**config.mk**
```make
export PLATFORM = sky130hd
export DESIGN_NAME = adc_conversion_control
export DESIGN_NICKNAME = d
export VERILOG_FILES = /design/src/common/adc_conv_pkg.sv /design/src/core/adc_input_decode.sv /design/src/core/adc_conversion_control.sv
export SDC_FILE = /design/constraint.sdc
export NUM_CORES = 1
export LEC_CHECK = 0
export ABC_AREA = 1
export BUFFER_PORTS_ARGS = -buffer_cell sky130_fd_sc_hd__buf_4
export CAP_MARGIN = 5
export CORE_ASPECT_RATIO = 1.75
export CORE_MARGIN = 2
export CORE_UTILIZATION = 48
export CTS_BUF_LIST = sky130_fd_sc_hd__clkbuf_16
export DETAILED_ROUTE_END_ITERATION = 12
export GPL_ROUTABILITY_DRIVEN = 0
export PLACE_DENSITY = 0.68
export SYNTH_ARGS = -nofsm -noshare
export SYNTH_HDL_FRONTEND = slang
export SYNTH_HIERARCHICAL = 1
export SYNTH_SLANG_ARGS = --single-unit
```
**constraint.sdc**
```tcl
create_clock -name i_clk_sys -period 3.07 [get_ports i_clk_sys]
set_input_delay 0.307 -clock i_clk_sys [delete_from_list [all_inputs] [get_ports i_clk_sys]]
set_output_delay 0.307 -clock i_clk_sys [all_outputs]
set_load 0.1 [all_outputs]
```
**src/common/adc_conv_pkg.sv**
```systemverilog
// Functional notes
// RQ1: Go write starts or restarts conversion.
// RQ2: Go bit reads 1 while busy; zero write ignored.
// RQ3: Single shot result after 5129 cycles.
// RQ4: Continuous: first 5129, then every 256.
// RQ5: Temperature sensor doubles both intervals.
// RQ6: Reference select decodes external, 1.0 V, 2.0 V.
// RQ7: Reference output bit drives reference buffer.
// RQ8: Software keeps reference output off with external.
// RQ9: Single-ended codes pick inputs, ground, sensor.
// RQ10: Reserved input codes open all switches.
// RQ11: Differential codes pick pairs or short inputs.
// RQ12: Input decode depends on buffer mode.
// RQ13: Buffer mode decodes four legal settings.
// RQ14: Alarm flags set by hardware, write-one clears.
// RQ15: Disabled alarm still sets its flag.
// RQ16: Result is 13-bit, high byte read-only.
// RQ17: High byte read latches low bits.
// RQ18: Continuous mode holds latest completed result.
// RQ19: Software uses buffered mode for amplifier output.
// RQ20: Amplifier power bit active low, off by default.
// RQ21: Reference select resets to internal 2.0 V.
// RQ22: Low bits: five result bits, overflow bit 0.
// RQ23: Alarms compare upper byte, single-ended only.
// RQ24: Interrupt when enabled alarm flag set.
// RQ25: Restart reloads counter, result waits for completion.
package adc_conv_pkg;

	// ****************************************
	// Register map.
	// ****************************************
	localparam logic [11:0] conversion_control_addr      = 12'hf70;
	localparam logic [11:0] converter_config_status_addr = 12'hf71;
	localparam logic [11:0] result_high_byte_addr        = 12'hf72;
	localparam logic [11:0] result_low_bits_addr         = 12'hf73;
	localparam logic [11:0] high_threshold_addr          = 12'hf74;
	localparam logic [11:0] low_threshold_addr           = 12'hf76;
	localparam logic [11:0] power_control_addr           = 12'hf78;

	// ****************************************
	// Field positions.
	// ****************************************
	localparam int convert_go_bit        = 7;
	localparam int vref_sel_lo_bit       = 6;
	localparam int vref_drive_out_bit    = 5;
	localparam int repeat_conversion_bit = 4;
	localparam int vref_sel_hi_bit       = 7;
	localparam int high_alarm_flag_bit   = 6;
	localparam int low_alarm_flag_bit    = 5;
	localparam int high_alarm_irq_en_bit = 4;
	localparam int low_alarm_irq_en_bit  = 3;
	localparam int low_power_amp_bit     = 0;

	// ****************************************
	// Reset values.
	// ****************************************
	localparam logic [7:0] conversion_control_rst      = 8'h00;
	localparam logic [7:0] converter_config_status_rst = 8'h80;
	localparam logic [7:0] high_threshold_rst          = 8'hff;
	localparam logic [7:0] low_threshold_rst           = 8'h00;
	localparam logic       low_power_amp_rst           = 1'h1;

	// ****************************************
	// Timing.
	// ****************************************
	localparam int first_result_cycles  = 5129;
	localparam int update_cycles        = 256;
	localparam logic [13:0] first_count = 14'(first_result_cycles - 1);
	localparam logic [13:0] update_count = 14'(update_cycles - 1);

	// ****************************************
	// Codes.
	// ****************************************
	localparam logic [3:0] input_ground_code = 4'hc;
	localparam logic [3:0] input_temp_code   = 4'he;
	localparam logic [3:0] diff_last_pair    = 4'ha;
	localparam logic [3:0] diff_short_code   = 4'hf;

	typedef enum logic [1:0]
	{
		vref_external = 2'b00,
		vref_1v0      = 2'b01,
		vref_2v0      = 2'b10,
		vref_reserved = 2'b11
	} vref_t;

	typedef enum logic [2:0]
	{
		buf_se_unbuf   = 3'b000,
		buf_se_unity   = 3'b001,
		buf_diff_unbuf = 3'b100,
		buf_diff_unity = 3'b101
	} buffer_mode_t;

	typedef enum logic [1:0]
	{
		st_idle  = 2'b00,
		st_first = 2'b01,
		st_next  = 2'b10
	} conv_state_t;

endpackage : adc_conv_pkg

```
**src/core/adc_input_decode.sv**
```systemverilog
`timescale 1ns/10ps
// Decodes input select and buffer mode into analog switch controls.
module adc_input_decode
(
	input  wire logic [3:0]  i_input_select,
	input  wire logic [2:0]  i_buffer_config,
	output logic      [7:0]  o_pos_switch,
	output logic      [7:0]  o_neg_switch,
	output logic             o_ground_nodes,
	output logic             o_temp_sel,
	output logic             o_diff_short,
	output logic             o_diff_mode,
	output logic             o_buffered
);

	// ****************************************
	// Pair table for differential codes.
	// ****************************************
	logic [2:0] pos_idx;
	logic [2:0] neg_idx;
	logic       mode_ok;

	// Mode decode; reserved modes open every switch.
	always_comb
	begin
		mode_ok     = 1'b1;
		o_diff_mode = 1'b0;
		o_buffered  = 1'b0;
		unique case (i_buffer_config) // [RQ13]
			adc_conv_pkg::buf_se_unbuf:   o_diff_mode = 1'b0;
			adc_conv_pkg::buf_se_unity:   o_buffered = 1'b1;
			adc_conv_pkg::buf_diff_unbuf: o_diff_mode = 1'b1;
			adc_conv_pkg::buf_diff_unity:
			begin
				o_diff_mode = 1'b1;
				o_buffered  = 1'b1;
			end
			default: mode_ok = 1'b0;
		endcase
	end

	// Differential pair lookup.
	always_comb
	begin
		pos_idx = 3'h0;
		neg_idx = 3'h0;
		unique case (i_input_select) // [RQ11]
			4'h0: begin pos_idx = 3'h0; neg_idx = 3'h1; end
			4'h1: begin pos_idx = 3'h2; neg_idx = 3'h3; end
			4'h2: begin pos_idx = 3'h4; neg_idx = 3'h5; end
			4'h3: begin pos_idx = 3'h1; neg_idx = 3'h0; end
			4'h4: begin pos_idx = 3'h3; neg_idx = 3'h2; end
			4'h5: begin pos_idx = 3'h5; neg_idx = 3'h4; end
			4'h6: begin pos_idx = 3'h6; neg_idx = 3'h5; end
			4'h7: begin pos_idx = 3'h0; neg_idx = 3'h2; end
			4'h8: begin pos_idx = 3'h0; neg_idx = 3'h3; end
			4'h9: begin pos_idx = 3'h0; neg_idx = 3'h4; end
			4'ha: begin pos_idx = 3'h0; neg_idx = 3'h5; end
			default: begin pos_idx = 3'h0; neg_idx = 3'h0; end
		endcase
	end

	// Switch outputs; reserved codes leave all open.
	always_comb
	begin
		o_pos_switch   = 8'h00;
		o_neg_switch   = 8'h00;
		o_ground_nodes = 1'b0;
		o_temp_sel     = 1'b0;
		o_diff_short   = 1'b0;
		if (mode_ok && !o_diff_mode) // [RQ12]
		begin
			if (!i_input_select[3]) // [RQ9]
				o_pos_switch = 8'h01 << i_input_select[2:0];
			else if (i_input_select == adc_conv_pkg::input_ground_code)
				o_ground_nodes = 1'b1;
			else if (i_input_select == adc_conv_pkg::input_temp_code)
				o_temp_sel = 1'b1;
		end
		else if (mode_ok) // [RQ12]
		begin
			if (i_input_select <= adc_conv_pkg::diff_last_pair)
			begin
				o_pos_switch = 8'h01 << pos_idx;
				o_neg_switch = 8'h01 << neg_idx;
			end
			else if (i_input_select == adc_conv_pkg::diff_short_code) // [RQ11]
				o_diff_short = 1'b1;
		end
		// Any other code falls through with switches open. [RQ10]
	end

endmodule : adc_input_decode

```
**src/core/adc_conversion_control.sv**
```systemverilog
`timescale 1ns/10ps
// Control and result logic of the converter.
module adc_conversion_control
(
	input  wire logic        i_clk_sys,
	input  wire logic        i_rst_b,
	input  wire logic [11:0] i_addr,
	input  wire logic [7:0]  i_wdata,
	input  wire logic        i_wr,
	input  wire logic        i_rd,
	output logic      [7:0]  o_rdata,
	input  wire logic [12:0] i_core_sample,
	input  wire logic        i_core_overflow,
	output logic             o_core_start,
	output logic             o_sample_strobe,
	output logic      [1:0]  o_vref_sel,
	output logic             o_internal_ref_on,
	output logic             o_vref_drive_out,
	output logic      [7:0]  o_pos_switch,
	output logic      [7:0]  o_neg_switch,
	output logic             o_ground_nodes,
	output logic             o_temp_sel,
	output logic             o_diff_short,
	output logic             o_input_buffered,
	output logic             o_amp_power_on,
	output logic             o_irq
);

	// ****************************************
	// Register storage.
	// ****************************************
	logic [7:0]  control_reg;
	logic [7:0]  config_reg;
	logic [7:0]  high_threshold_reg;
	logic [7:0]  low_threshold_reg;
	logic        amp_power_b_reg;
	logic [12:0] result_reg;
	logic        overflow_reg;
	logic [4:0]  low_latch_reg;
	logic        low_ovf_latch_reg;
	logic [7:0]  rdata_reg;
	logic [13:0] count_reg;
	logic [13:0] count_next;
	logic        extra_pass_reg;
	logic        busy_reg;
	adc_conv_pkg::conv_state_t state_reg;
	adc_conv_pkg::conv_state_t state_next;

	logic        wr_control;
	logic        wr_config;
	logic        go_write;
	logic        go_temp;
	logic        count_done;
	logic        complete;
	logic [7:0]  pos_sw;
	logic [7:0]  neg_sw;
	logic        ground_sw;
	logic        temp_sw;
	logic        short_sw;
	logic        diff_mode;
	logic        buffered;
	logic        high_hit;
	logic        low_hit;

	assign wr_control = i_wr && (i_addr == adc_conv_pkg::conversion_control_addr);
	assign wr_config  = i_wr && (i_addr == adc_conv_pkg::converter_config_status_addr);
	assign go_write   = wr_control && i_wdata[adc_conv_pkg::convert_go_bit]; // [RQ1]
	// A go write takes its input code only at this edge, so the sensor test looks at the new code.
	assign go_temp    = (i_wdata[3:0] == adc_conv_pkg::input_temp_code) && (config_reg[2:1] == 2'b00);

	// ****************************************
	// Input switch decode.
	// ****************************************
	adc_input_decode u_decode
	(
		.i_input_select  (control_reg[3:0]),
		.i_buffer_config (config_reg[2:0]),
		.o_pos_switch    (pos_sw),
		.o_neg_switch    (neg_sw),
		.o_ground_nodes  (ground_sw),
		.o_temp_sel      (temp_sw),
		.o_diff_short    (short_sw),
		.o_diff_mode     (diff_mode),
		.o_buffered      (buffered)
	);

	// ****************************************
	// Conversion sequencer.
	// ****************************************
	// The sensor pass needs two runs of each interval, tracked by extra_pass_reg.
	assign count_done = (count_reg == 14'h0000);
	assign complete   = (state_reg != adc_conv_pkg::st_idle) && !go_write
		&& count_done && (extra_pass_reg == 1'b0); // [RQ25]

	// Next state and counter load.
	always_comb
	begin
		state_next = state_reg;
		count_next = count_reg - 14'h0001;
		if (go_write) // [RQ1] [RQ25]
		begin
			state_next = adc_conv_pkg::st_first;
			count_next = adc_conv_pkg::first_count; // [RQ3]
		end
		else
		begin
			unique case (state_reg)
				adc_conv_pkg::st_idle: count_next = count_reg;
				adc_conv_pkg::st_first,
				adc_conv_pkg::st_next:
				begin
					if (count_done && extra_pass_reg)
						count_next = (state_reg == adc_conv_pkg::st_first) ?
							adc_conv_pkg::first_count : adc_conv_pkg::update_count;
					else if (count_done && control_reg[adc_conv_pkg::repeat_conversion_bit])
					begin
						state_next = adc_conv_pkg::st_next; // [RQ4]
						count_next = adc_conv_pkg::update_count;
					end
					else if (count_done)
						state_next = adc_conv_pkg::st_idle;
				end
			endcase
		end
	end

	// State and counter update.
	always_ff @(posedge i_clk_sys or negedge i_rst_b)
	begin
		if (!i_rst_b)
		begin
			state_reg      <= adc_conv_pkg::st_idle;
			count_reg      <= 14'h0000;
			extra_pass_reg <= 1'b0;
		end
		else
		begin
			state_reg <= state_next;
			count_reg <= count_next;
			if (go_write)
				extra_pass_reg <= go_temp; // [RQ5]
			else if (count_done && !extra_pass_reg && state_reg != adc_conv_pkg::st_idle)
				extra_pass_reg <= temp_sw; // [RQ5]
			else if (count_done)
				extra_pass_reg <= 1'b0;
		end
	end

	// Busy flag: set by go write, cleared on completion when not repeating.
	always_ff @(posedge i_clk_sys or negedge i_rst_b)
	begin
		if (!i_rst_b)
			busy_reg <= 1'b0;
		else if (go_write)
			busy_reg <= 1'b1; // [RQ1]
		else if (complete && state_next == adc_conv_pkg::st_idle)
			busy_reg <= 1'b0; // [RQ2]
	end

	// Result capture only on completion.
	always_ff @(posedge i_clk_sys or negedge i_rst_b)
	begin
		if (!i_rst_b)
		begin
			result_reg      <= 13'h0000;
			overflow_reg    <= 1'b0;
			o_sample_strobe <= 1'b0;
			o_core_start    <= 1'b0;
		end
		else
		begin
			o_sample_strobe <= complete;
			o_core_start    <= go_write;
			if (complete)
			begin
				result_reg   <= i_core_sample; // [RQ16] [RQ18] [RQ25]
				overflow_reg <= i_core_overflow; // [RQ22]
			end
		end
	end

	// ****************************************
	// Alarm comparison.
	// ****************************************
	assign high_hit = complete && !diff_mode && // [RQ23]
		($signed(i_core_sample[12:5]) > $signed(high_threshold_reg));
	assign low_hit  = complete && !diff_mode && // [RQ23]
		($signed(i_core_sample[12:5]) < $signed(low_threshold_reg));

	// ****************************************
	// Control and configuration registers.
	// ****************************************
	// Control register; go bit mirrors busy.
	always_ff @(posedge i_clk_sys or negedge i_rst_b)
	begin
		if (!i_rst_b)
			control_reg <= adc_conv_pkg::conversion_control_rst;
		else if (wr_control)
			control_reg <= {1'b0, i_wdata[6:0]};
	end

	// Config register; alarm flags are set-wins over write-one clear.
	always_ff @(posedge i_clk_sys or negedge i_rst_b)
	begin
		if (!i_rst_b)
			config_reg <= adc_conv_pkg::converter_config_status_rst; // [RQ21]
		else
		begin
			if (wr_config)
			begin
				config_reg[7]   <= i_wdata[adc_conv_pkg::vref_sel_hi_bit];
				config_reg[4:0] <= i_wdata[4:0];
			end
			if (high_hit)
				config_reg[6] <= 1'b1; // [RQ14] [RQ15]
			else if (wr_config && i_wdata[adc_conv_pkg::high_alarm_flag_bit])
				config_reg[6] <= 1'b0; // [RQ14]
			if (low_hit)
				config_reg[5] <= 1'b1; // [RQ14] [RQ15]
			else if (wr_config && i_wdata[adc_conv_pkg::low_alarm_flag_bit])
				config_reg[5] <= 1'b0; // [RQ14]
		end
	end

	// Threshold and amplifier power registers.
	always_ff @(posedge i_clk_sys or negedge i_rst_b)
	begin
		if (!i_rst_b)
		begin
			high_threshold_reg <= adc_conv_pkg::high_threshold_rst;
			low_threshold_reg  <= adc_conv_pkg::low_threshold_rst;
			amp_power_b_reg    <= adc_conv_pkg::low_power_amp_rst; // [RQ20]
		end
		else if (i_wr)
		begin
			if (i_addr == adc_conv_pkg::high_threshold_addr)
				high_threshold_reg <= i_wdata;
			if (i_addr == adc_conv_pkg::low_threshold_addr)
				low_threshold_reg <= i_wdata;
			if (i_addr == adc_conv_pkg::power_control_addr)
				amp_power_b_reg <= i_wdata[adc_conv_pkg::low_power_amp_bit];
		end
	end

	// ****************************************
	// Read path.
	// ****************************************
	// High byte read freezes the matching low bits.
	always_ff @(posedge i_clk_sys or negedge i_rst_b)
	begin
		if (!i_rst_b)
		begin
			low_latch_reg     <= 5'h00;
			low_ovf_latch_reg <= 1'b0;
		end
		else if (i_rd && i_addr == adc_conv_pkg::result_high_byte_addr)
		begin
			low_latch_reg     <= result_reg[4:0]; // [RQ17]
			low_ovf_latch_reg <= overflow_reg;
		end
	end

	// Read data for one cycle after the strobe; unmapped reads zero.
	always_ff @(posedge i_clk_sys or negedge i_rst_b)
	begin
		if (!i_rst_b)
			rdata_reg <= 8'h00;
		else if (!i_rd)
			rdata_reg <= 8'h00;
		else
		begin
			unique case (i_addr)
				adc_conv_pkg::conversion_control_addr:
					rdata_reg <= {busy_reg, control_reg[6:0]}; // [RQ2]
				adc_conv_pkg::converter_config_status_addr:
					rdata_reg <= config_reg;
				adc_conv_pkg::result_high_byte_addr:
					rdata_reg <= result_reg[12:5]; // [RQ16]
				adc_conv_pkg::result_low_bits_addr:
					rdata_reg <= {low_latch_reg, 2'b00, low_ovf_latch_reg}; // [RQ22]
				adc_conv_pkg::high_threshold_addr:
					rdata_reg <= high_threshold_reg;
				adc_conv_pkg::low_threshold_addr:
					rdata_reg <= low_threshold_reg;
				adc_conv_pkg::power_control_addr:
					rdata_reg <= {7'h00, amp_power_b_reg};
				default:
					rdata_reg <= 8'h00;
			endcase
		end
	end

	assign o_rdata = rdata_reg;

	// ****************************************
	// Analog control outputs.
	// ****************************************
	// Registered drive of the analog controls and interrupt.
	always_ff @(posedge i_clk_sys or negedge i_rst_b)
	begin
		if (!i_rst_b)
		begin
			o_vref_sel        <= adc_conv_pkg::vref_2v0;
			o_internal_ref_on <= 1'b1;
			o_vref_drive_out  <= 1'b0;
			o_pos_switch      <= 8'h00;
			o_neg_switch      <= 8'h00;
			o_ground_nodes    <= 1'b0;
			o_temp_sel        <= 1'b0;
			o_diff_short      <= 1'b0;
			o_input_buffered  <= 1'b0;
			o_amp_power_on    <= 1'b0;
			o_irq             <= 1'b0;
		end
		else
		begin
			o_vref_sel        <= {config_reg[7], control_reg[6]}; // [RQ6]
			o_internal_ref_on <= ({config_reg[7], control_reg[6]} == adc_conv_pkg::vref_1v0)
				|| ({config_reg[7], control_reg[6]} == adc_conv_pkg::vref_2v0); // [RQ6]
			o_vref_drive_out  <= control_reg[adc_conv_pkg::vref_drive_out_bit]; // [RQ7]
			o_pos_switch      <= pos_sw;
			o_neg_switch      <= neg_sw;
			o_ground_nodes    <= ground_sw;
			o_temp_sel        <= temp_sw;
			o_diff_short      <= short_sw;
			o_input_buffered  <= buffered;
			o_amp_power_on    <= !amp_power_b_reg; // [RQ20]
			o_irq <= (config_reg[6] && config_reg[4]) || (config_reg[5] && config_reg[3]); // [RQ24] [RQ15]
		end
	end

endmodule : adc_conversion_control

```
Word level (Yosys, flattened, before mapping)
Memories as Yosys holds them, arrays and structs flattened.
Index checks and enable logic that the tools add are counted.
{"block": "totals", "reg_bits": 106, "romBits": 96, "inputBits": 38, "out_inout_bits": 36, "word_cells": 143, "mem_count": 1}
{"block": "op_classes", "add_sub_neg": 1, "order_cmp": 3, "eq_ne": 19, "shift": 3, "muxes": 42, "bitwise_logic": 1, "reduce_logical": 44}
{"memory": "(no name shown)", "depth": 16, "word_bits": 6, "rd": 1, "rd_clocked_by_memory_dff": 0, "write_ports": 0, "line_no": "adc_input_decode.sv:47", "source": "unique case (i_input_select)"}
{"op": "$eq A12 B12 Y1 const B", "count": 7}
{"op": "$mux W8", "count": 8}
{"op": "$mux W14", "count": 4}
{"op": "$pmux W8 S7", "count": 1}
{"op": "$shl A1 B3 Y8 const A", "count": 3}
{"op": "$mux W1", "count": 23}
{"op": "$logic_and A1 B1 Y1", "count": 21}
{"op": "$eq A4 B4 Y1 const B", "count": 4}
{"op": "$logic_not A14 Y1", "count": 1}
{"op": "$sub A14 B1 Y14 const B", "count": 1}
{"op": "$mux W13", "count": 1}
{"op": "$mux W2", "count": 5}
{"op": "$gt A8 B8 Y1", "count": 1}
{"op": "$lt A8 B8 Y1", "count": 1}
{"op": "$reduce_bool A2 Y1", "count": 4}
{"op": "$eq A3 B3 Y1 const B", "count": 2}
{"op": "$logic_not A2 Y1", "count": 3}
{"op": "$reduce_and A2 Y1", "count": 3}
{"op": "$reduce_or A2 Y1", "count": 3}
{"op": "$eq A2 B1 Y1 const B", "count": 2}
{"op": "$eq A2 B2 Y1 const B", "count": 2}
{"op": "$le A4 B4 Y1 const B", "count": 1}
{"op": "$logic_not A1 Y1", "count": 4}
{"op": "$reduce_or A4 Y1", "count": 1}
{"op": "other kinds (6)", "count": 7}

Logic depth before layout (Yosys ltp)
{"block": "depth", "word_depth": 10, "depth_mapped": 12, "ltp_nobuf": 12}

Cells and area by module
Netlist, hierarchy kept.
{"module": "adc_conversion_control", "instances": 1, "cells_each": 612, "area_per_inst_um2": 5197.5, "seq_area_each_um2": 2667.6}
{"module": "adc_input_decode", "instances": 1, "cells_each": 103, "area_per_inst_um2": 530.5, "seq_area_each_um2": 0.0}

Worst setup path before layout
Ideal clock, no wire load.
{"block": "synth_timing", "path_type": "reg2reg", "startpoint": "register count_reg[0]", "endpoint": "register extra_pass_reg", "setup_time_ps": 68, "arrival_time_ps": 1503, "t_required_ps": 3002, "path_slack_ps": 1498, "path_stages_with_launch": 12, "path_buffers": 1, "synth_period_minus_slack_ps": 1572, "cell_sequence": "dfrtp_1 -> inv_1 -> ha_1 -> nand2_1 -> nor2_1 -> nand2_2 -> nor2_4 -> nand3_4 -> inv_4 -> buf_8 -> nand2_1 -> nand3_1"}
{"block": "synth_between", "elab_chain_len": 5, "word_cells_on_any_way": 6, "classes_between": "2 x mux; 4 x reduce/logical"}
{"element": "from (decl)", "line_no": "adc_conversion_control.sv:42", "source": "logic [13:0] count_reg;"}
{"element": "from (signal assigned)", "line_no": "adc_conversion_control.sv:139", "source": "count_reg <= count_next;"}
{"element": "$logic_not A14 Y1 (*)", "line_no": "adc_conversion_control.sv:91", "source": "assign count_done = (count_reg == 14'h0000);"}
{"element": "$logic_and A1 B1 Y1 (2 in a row)", "line_no": "adc_conversion_control.sv:142", "source": "else if (count_done && !extra_pass_reg && state_reg != adc_conv_pkg::st_idle)"}
{"element": "$mux W1", "line_no": "adc_conversion_control.sv:142"}
{"element": "$mux W1", "line_no": "adc_conversion_control.sv:140", "source": "if (go_write)"}
{"element": "to (signal assigned)", "line_no": "adc_conversion_control.sv:141", "source": "extra_pass_reg <= go_temp;"}
{"element": "to (signal assigned)", "line_no": "adc_conversion_control.sv:143", "source": "extra_pass_reg <= temp_sw;"}
{"element": "to (decl)", "line_no": "adc_conversion_control.sv:44", "source": "logic extra_pass_reg;"}
Every way passes the cells marked *; elsewhere a longest branch is shown, timed or not.
A chain may end at the register's enable or synchronous reset.

Final worst setup path
{"block": "layout_timing", "startpoint": "register count_reg[0]", "endpoint": "register result_reg[8]"}
{"block": "layout_between", "elab_chain_len": 3}
{"element": "$logic_not A14 Y1", "line_no": "adc_conversion_control.sv:91"}
{"element": "$logic_and A1 B1 Y1 (2 in a row)", "line_no": "adc_conversion_control.sv:93", "source": "&& count_done && (extra_pass_reg == 1'b0);"}
{"element": "to (signal assigned)", "line_no": "adc_conversion_control.sv:176", "source": "result_reg <= i_core_sample;"}
{"element": "to (decl)", "line_no": "adc_conversion_control.sv:37", "source": "logic [12:0] result_reg;"}
Every way passes these cells.

==> flow_metrics.py <==
metrics = {
    "run_status": {
        "status": "finished clean",
    },
    "synthesis": {
        "syn-num-nets": 777,
        "async_flop_share_pct": 100.0,
        "yosysUniqueCellTypes": 41,
        "yosysWarnings": 6,
        "synth_edf_count": 0,
        "synth_area_sq_mm": 0.005728,
        "ys.flop_type": "dfrtp_1",
        "syn-instance-count": 715,
        "yosys_register_bits": 106,
        "synth_area_per_cell_sq_um": 8.011,
        "ys_seq_area_share_pct": 46.57,
    },
    "power": {
        "switching_power_mw": 0.7662,
        "p_clk_share_pct": 39.0,
        "cellInternalPower_mw": 2.101,
        "powerDensity_mw_per_mm2": 429.7,
        "vdd_drop_max_mv": 0.2714,
        "combPwrFrac_pct": 9.3,
        "pwr-share-seq_pct": 51.7,
        "p_leak_nw": 3.312,
        "swShare_pct": 26.72,
    },
    "hold_path": {
        "worstHoldPathCells": 3,
        "hold_class": "in -> reg",
    },
    "layout": {
        "diodes": 0,
        "regArea_sq_mm": 0.002668,
        "largest_register_ffs": 14,
        "final_cell_mix": "194 x nand2_1, 104 x nor2_1, 94 x dfrtp_1, 81 x inv_1, 75 x buf_4",
        "area_growth_pct": 16.51,
        "fillers": 1092,
        "fin_nets": 853,
        "multi_input_area_sq_mm": 0.002605,
        "stdcell_count": 931,
        "drive_gt1_share_pct": 20.73,
        "final_common_cell": "nand2_1",
        "post-route-util_pct": 57.63,
    },
    "routing": {
        "vias": 4930,
        "drcViolationCount": 0,
        "drt_iter0_drc": 271,
        "routedWlPerCell_um": 15.38,
        "first_pass_iters": 5,
        "wirelength_mm": 14.32,
        "viasPerCell": 5.295,
        "antenna_left": 0,
    },
    "global_routing": {
        "grt.met2_usage_pct": 42.65,
        "grt_use_total_pct": 23.71,
        "grt_pass1_vias": 5003,
        "grt_use_met1_pct": 25.99,
        "top_usage_layer": "met2",
        "grt-ovfl-total": 0,
        "grt_antenna_before_repair": 0,
        "met3_usage_pct": 3.330,
        "grt_pass1_wl_mm": 23.67,
        "grt_max_degree": 59,
    },
    "die": {
        "fp.dieW_um": 86.58,
        "start_util_pct": 49.46,
        "fp.dieArea_sq_mm": 0.01286,
        "rows": 52,
        "num_io_pins": 74,
        "core_area_sq_mm": 0.01158,
        "die_h_um": 148.5,
    },
    "clocking": {
        "cts_tree": "built",
        "clk_latency_ns": 0.36,
        "cts_resized": 0,
        "hold_buffers": 1,
        "ctsRootBufferMaster": "clkbuf_16",
        "cts_sinks": 106,
        "post_cts_buffers": 0,
        "cts_htree_levels": 3,
        "ctsLongestPathBuffers": 2,
        "clkTransAtPathRegs_ns": 0.08,
        "numCtsBuffers": 9,
    },
    "placed_design": {
        "io_buffers": 73,
        "place_hpwl_mm": 11.17,
        "placedCellCount": 914,
    },
    "timing": {
        "max_freq_ghz": 0.5354,
        "finClkSkew_ns": 0.009532,
        "min_period_ns": 1.868,
        "fin_setup_tns_ns": 0,
        "tightest_slew_ns": 0.6406,
        "relSlewSlack_pct": 57.29,
        "rsz0062_at_grt": "no",
        "holdWs_ns": 0.1566,
        "setup_violations": 0,
        "fin_crit_sh_pct": 60.84,
        "final_max_slew_viol_count": 0,
        "finalHoldViolCount": 0,
    },
    "worst_setup_path": {
        "crit_path_end_kind": "flop",
        "cp_data_required_time_ns": 3.36,
        "ff2ff_path_depth": 10,
        "worstSetupStartpointType": "flop",
        "crit_fanout": 28,
        "crit_type": "reg -> reg",
        "cp.arrival_ns": 2.15,
    },
    "flow_run": {
        "cap_violations": 0,
    },
}
[cell families (layout without fill, tap and decap cells)]
kind of cell / after synthesis / count (layout) / share of synthesized area, %
flops: 106 / 106 / 46.57
fa+ha+maj: 24 / 24 / 5.242
simple gates: 394 / 394 / 30.95
xor+xnor: 5 / 5 / 0.7645
compound gates: 81 / 81 / 8.519
buf+inv: 105 / 186 / 7.951
[cell usage after synthesis (11+ instances only)]
library cell | count | share of area, %
a21oi_1 | 11 | 0.96
dfrtp_1 | 94 | 41
dfstp_2 | 12 | 5.5
ha_1 | 24 | 5.2
inv_1 | 81 | 5.3
nand2_1 | 194 | 13
nand3_1 | 23 | 2.0
nand4_1 | 26 | 2.8
nor2_1 | 104 | 6.8
nor2_2 | 11 | 1.2
nor3_1 | 11 | 0.96
o21ai_0 | 12 | 1.0
o21ai_1 | 35 | 3.1
o21ai_2 | 16 | 2.4
[power groups by stage]
| stage | registers [mW] | logic [mW] | clock network, mW |
|---|---|---|---|
| 5_1_grt | 1.48 | 0.306 | 1.20 |
| 3_5_place_dp | 1.51 | 0.266 | 0 |
| 3_3_place_gp | 1.51 | 0.257 | 0 |
| 2_1_floorplan | 1.50 | 0.142 | 0 |
| 4_1_cts | 1.48 | 0.268 | 1.14 |
| 6_report | 1.48 | 0.267 | 1.12 |
[metrics by stage]
step                      area, sq um  power, mW  setup slack [ns]
final                            6674      2.868             1.202
after global routing             6674      2.988            0.9620
after CTS                        6674      2.883             1.175
after detailed placement         6381      1.772             1.070
after global placement           6381      1.763             1.155
after floorplan                  5728      1.642             1.498
[layer usage]
metal,up-vias,wire length [um]
met1,2305,5226
met2,157,7818
li1,2420,-
met5,-,0
met3,48,611
met4,0,663
[final cells by class]
| cell class | instances | area share, % |
|---|---|---|
| Multi-Input combinational cell | 504 | 39.03 |
| Sequential cell | 106 | 39.97 |
| Clock inverter | 7 | 0.8624 |
| Clock buffer | 9 | 3.375 |
| Tap cell | 135 | 2.531 |
| Timing Repair Buffer | 77 | 8.886 |
| Inverter | 93 | 5.343 |
[path summary, 6_finish.rpt]
path	from	endpoint	slack, ns
max in group asynchronous	i_rst_b	amp_power_b_reg	1.78
min in group asynchronous	i_rst_b	count_reg[4]	0.52
worst max register to register	count_reg[0]	result_reg[8]	1.20
worst max-delay path	count_reg[0]	result_reg[8]	1.20
worst min-delay path	i_core_overflow	overflow_reg	0.16
worst min register to register	config_reg[7]	o_vref_sel[1]	0.40
[worst max-delay path, cell delays in order (launching register included)]
cell and delay, ns:
dfrtp_1 0.38, inv_1 0.14, ha_1 0.19, nand2_1 0.05, nor2_1 0.16, nand2_2 0.11, nor2_4 0.12, nand3_4 0.14
inv_4 0.29, nand2_1 0.13, o21ai_2 0.07
Power figures use the tool's default switching activity.
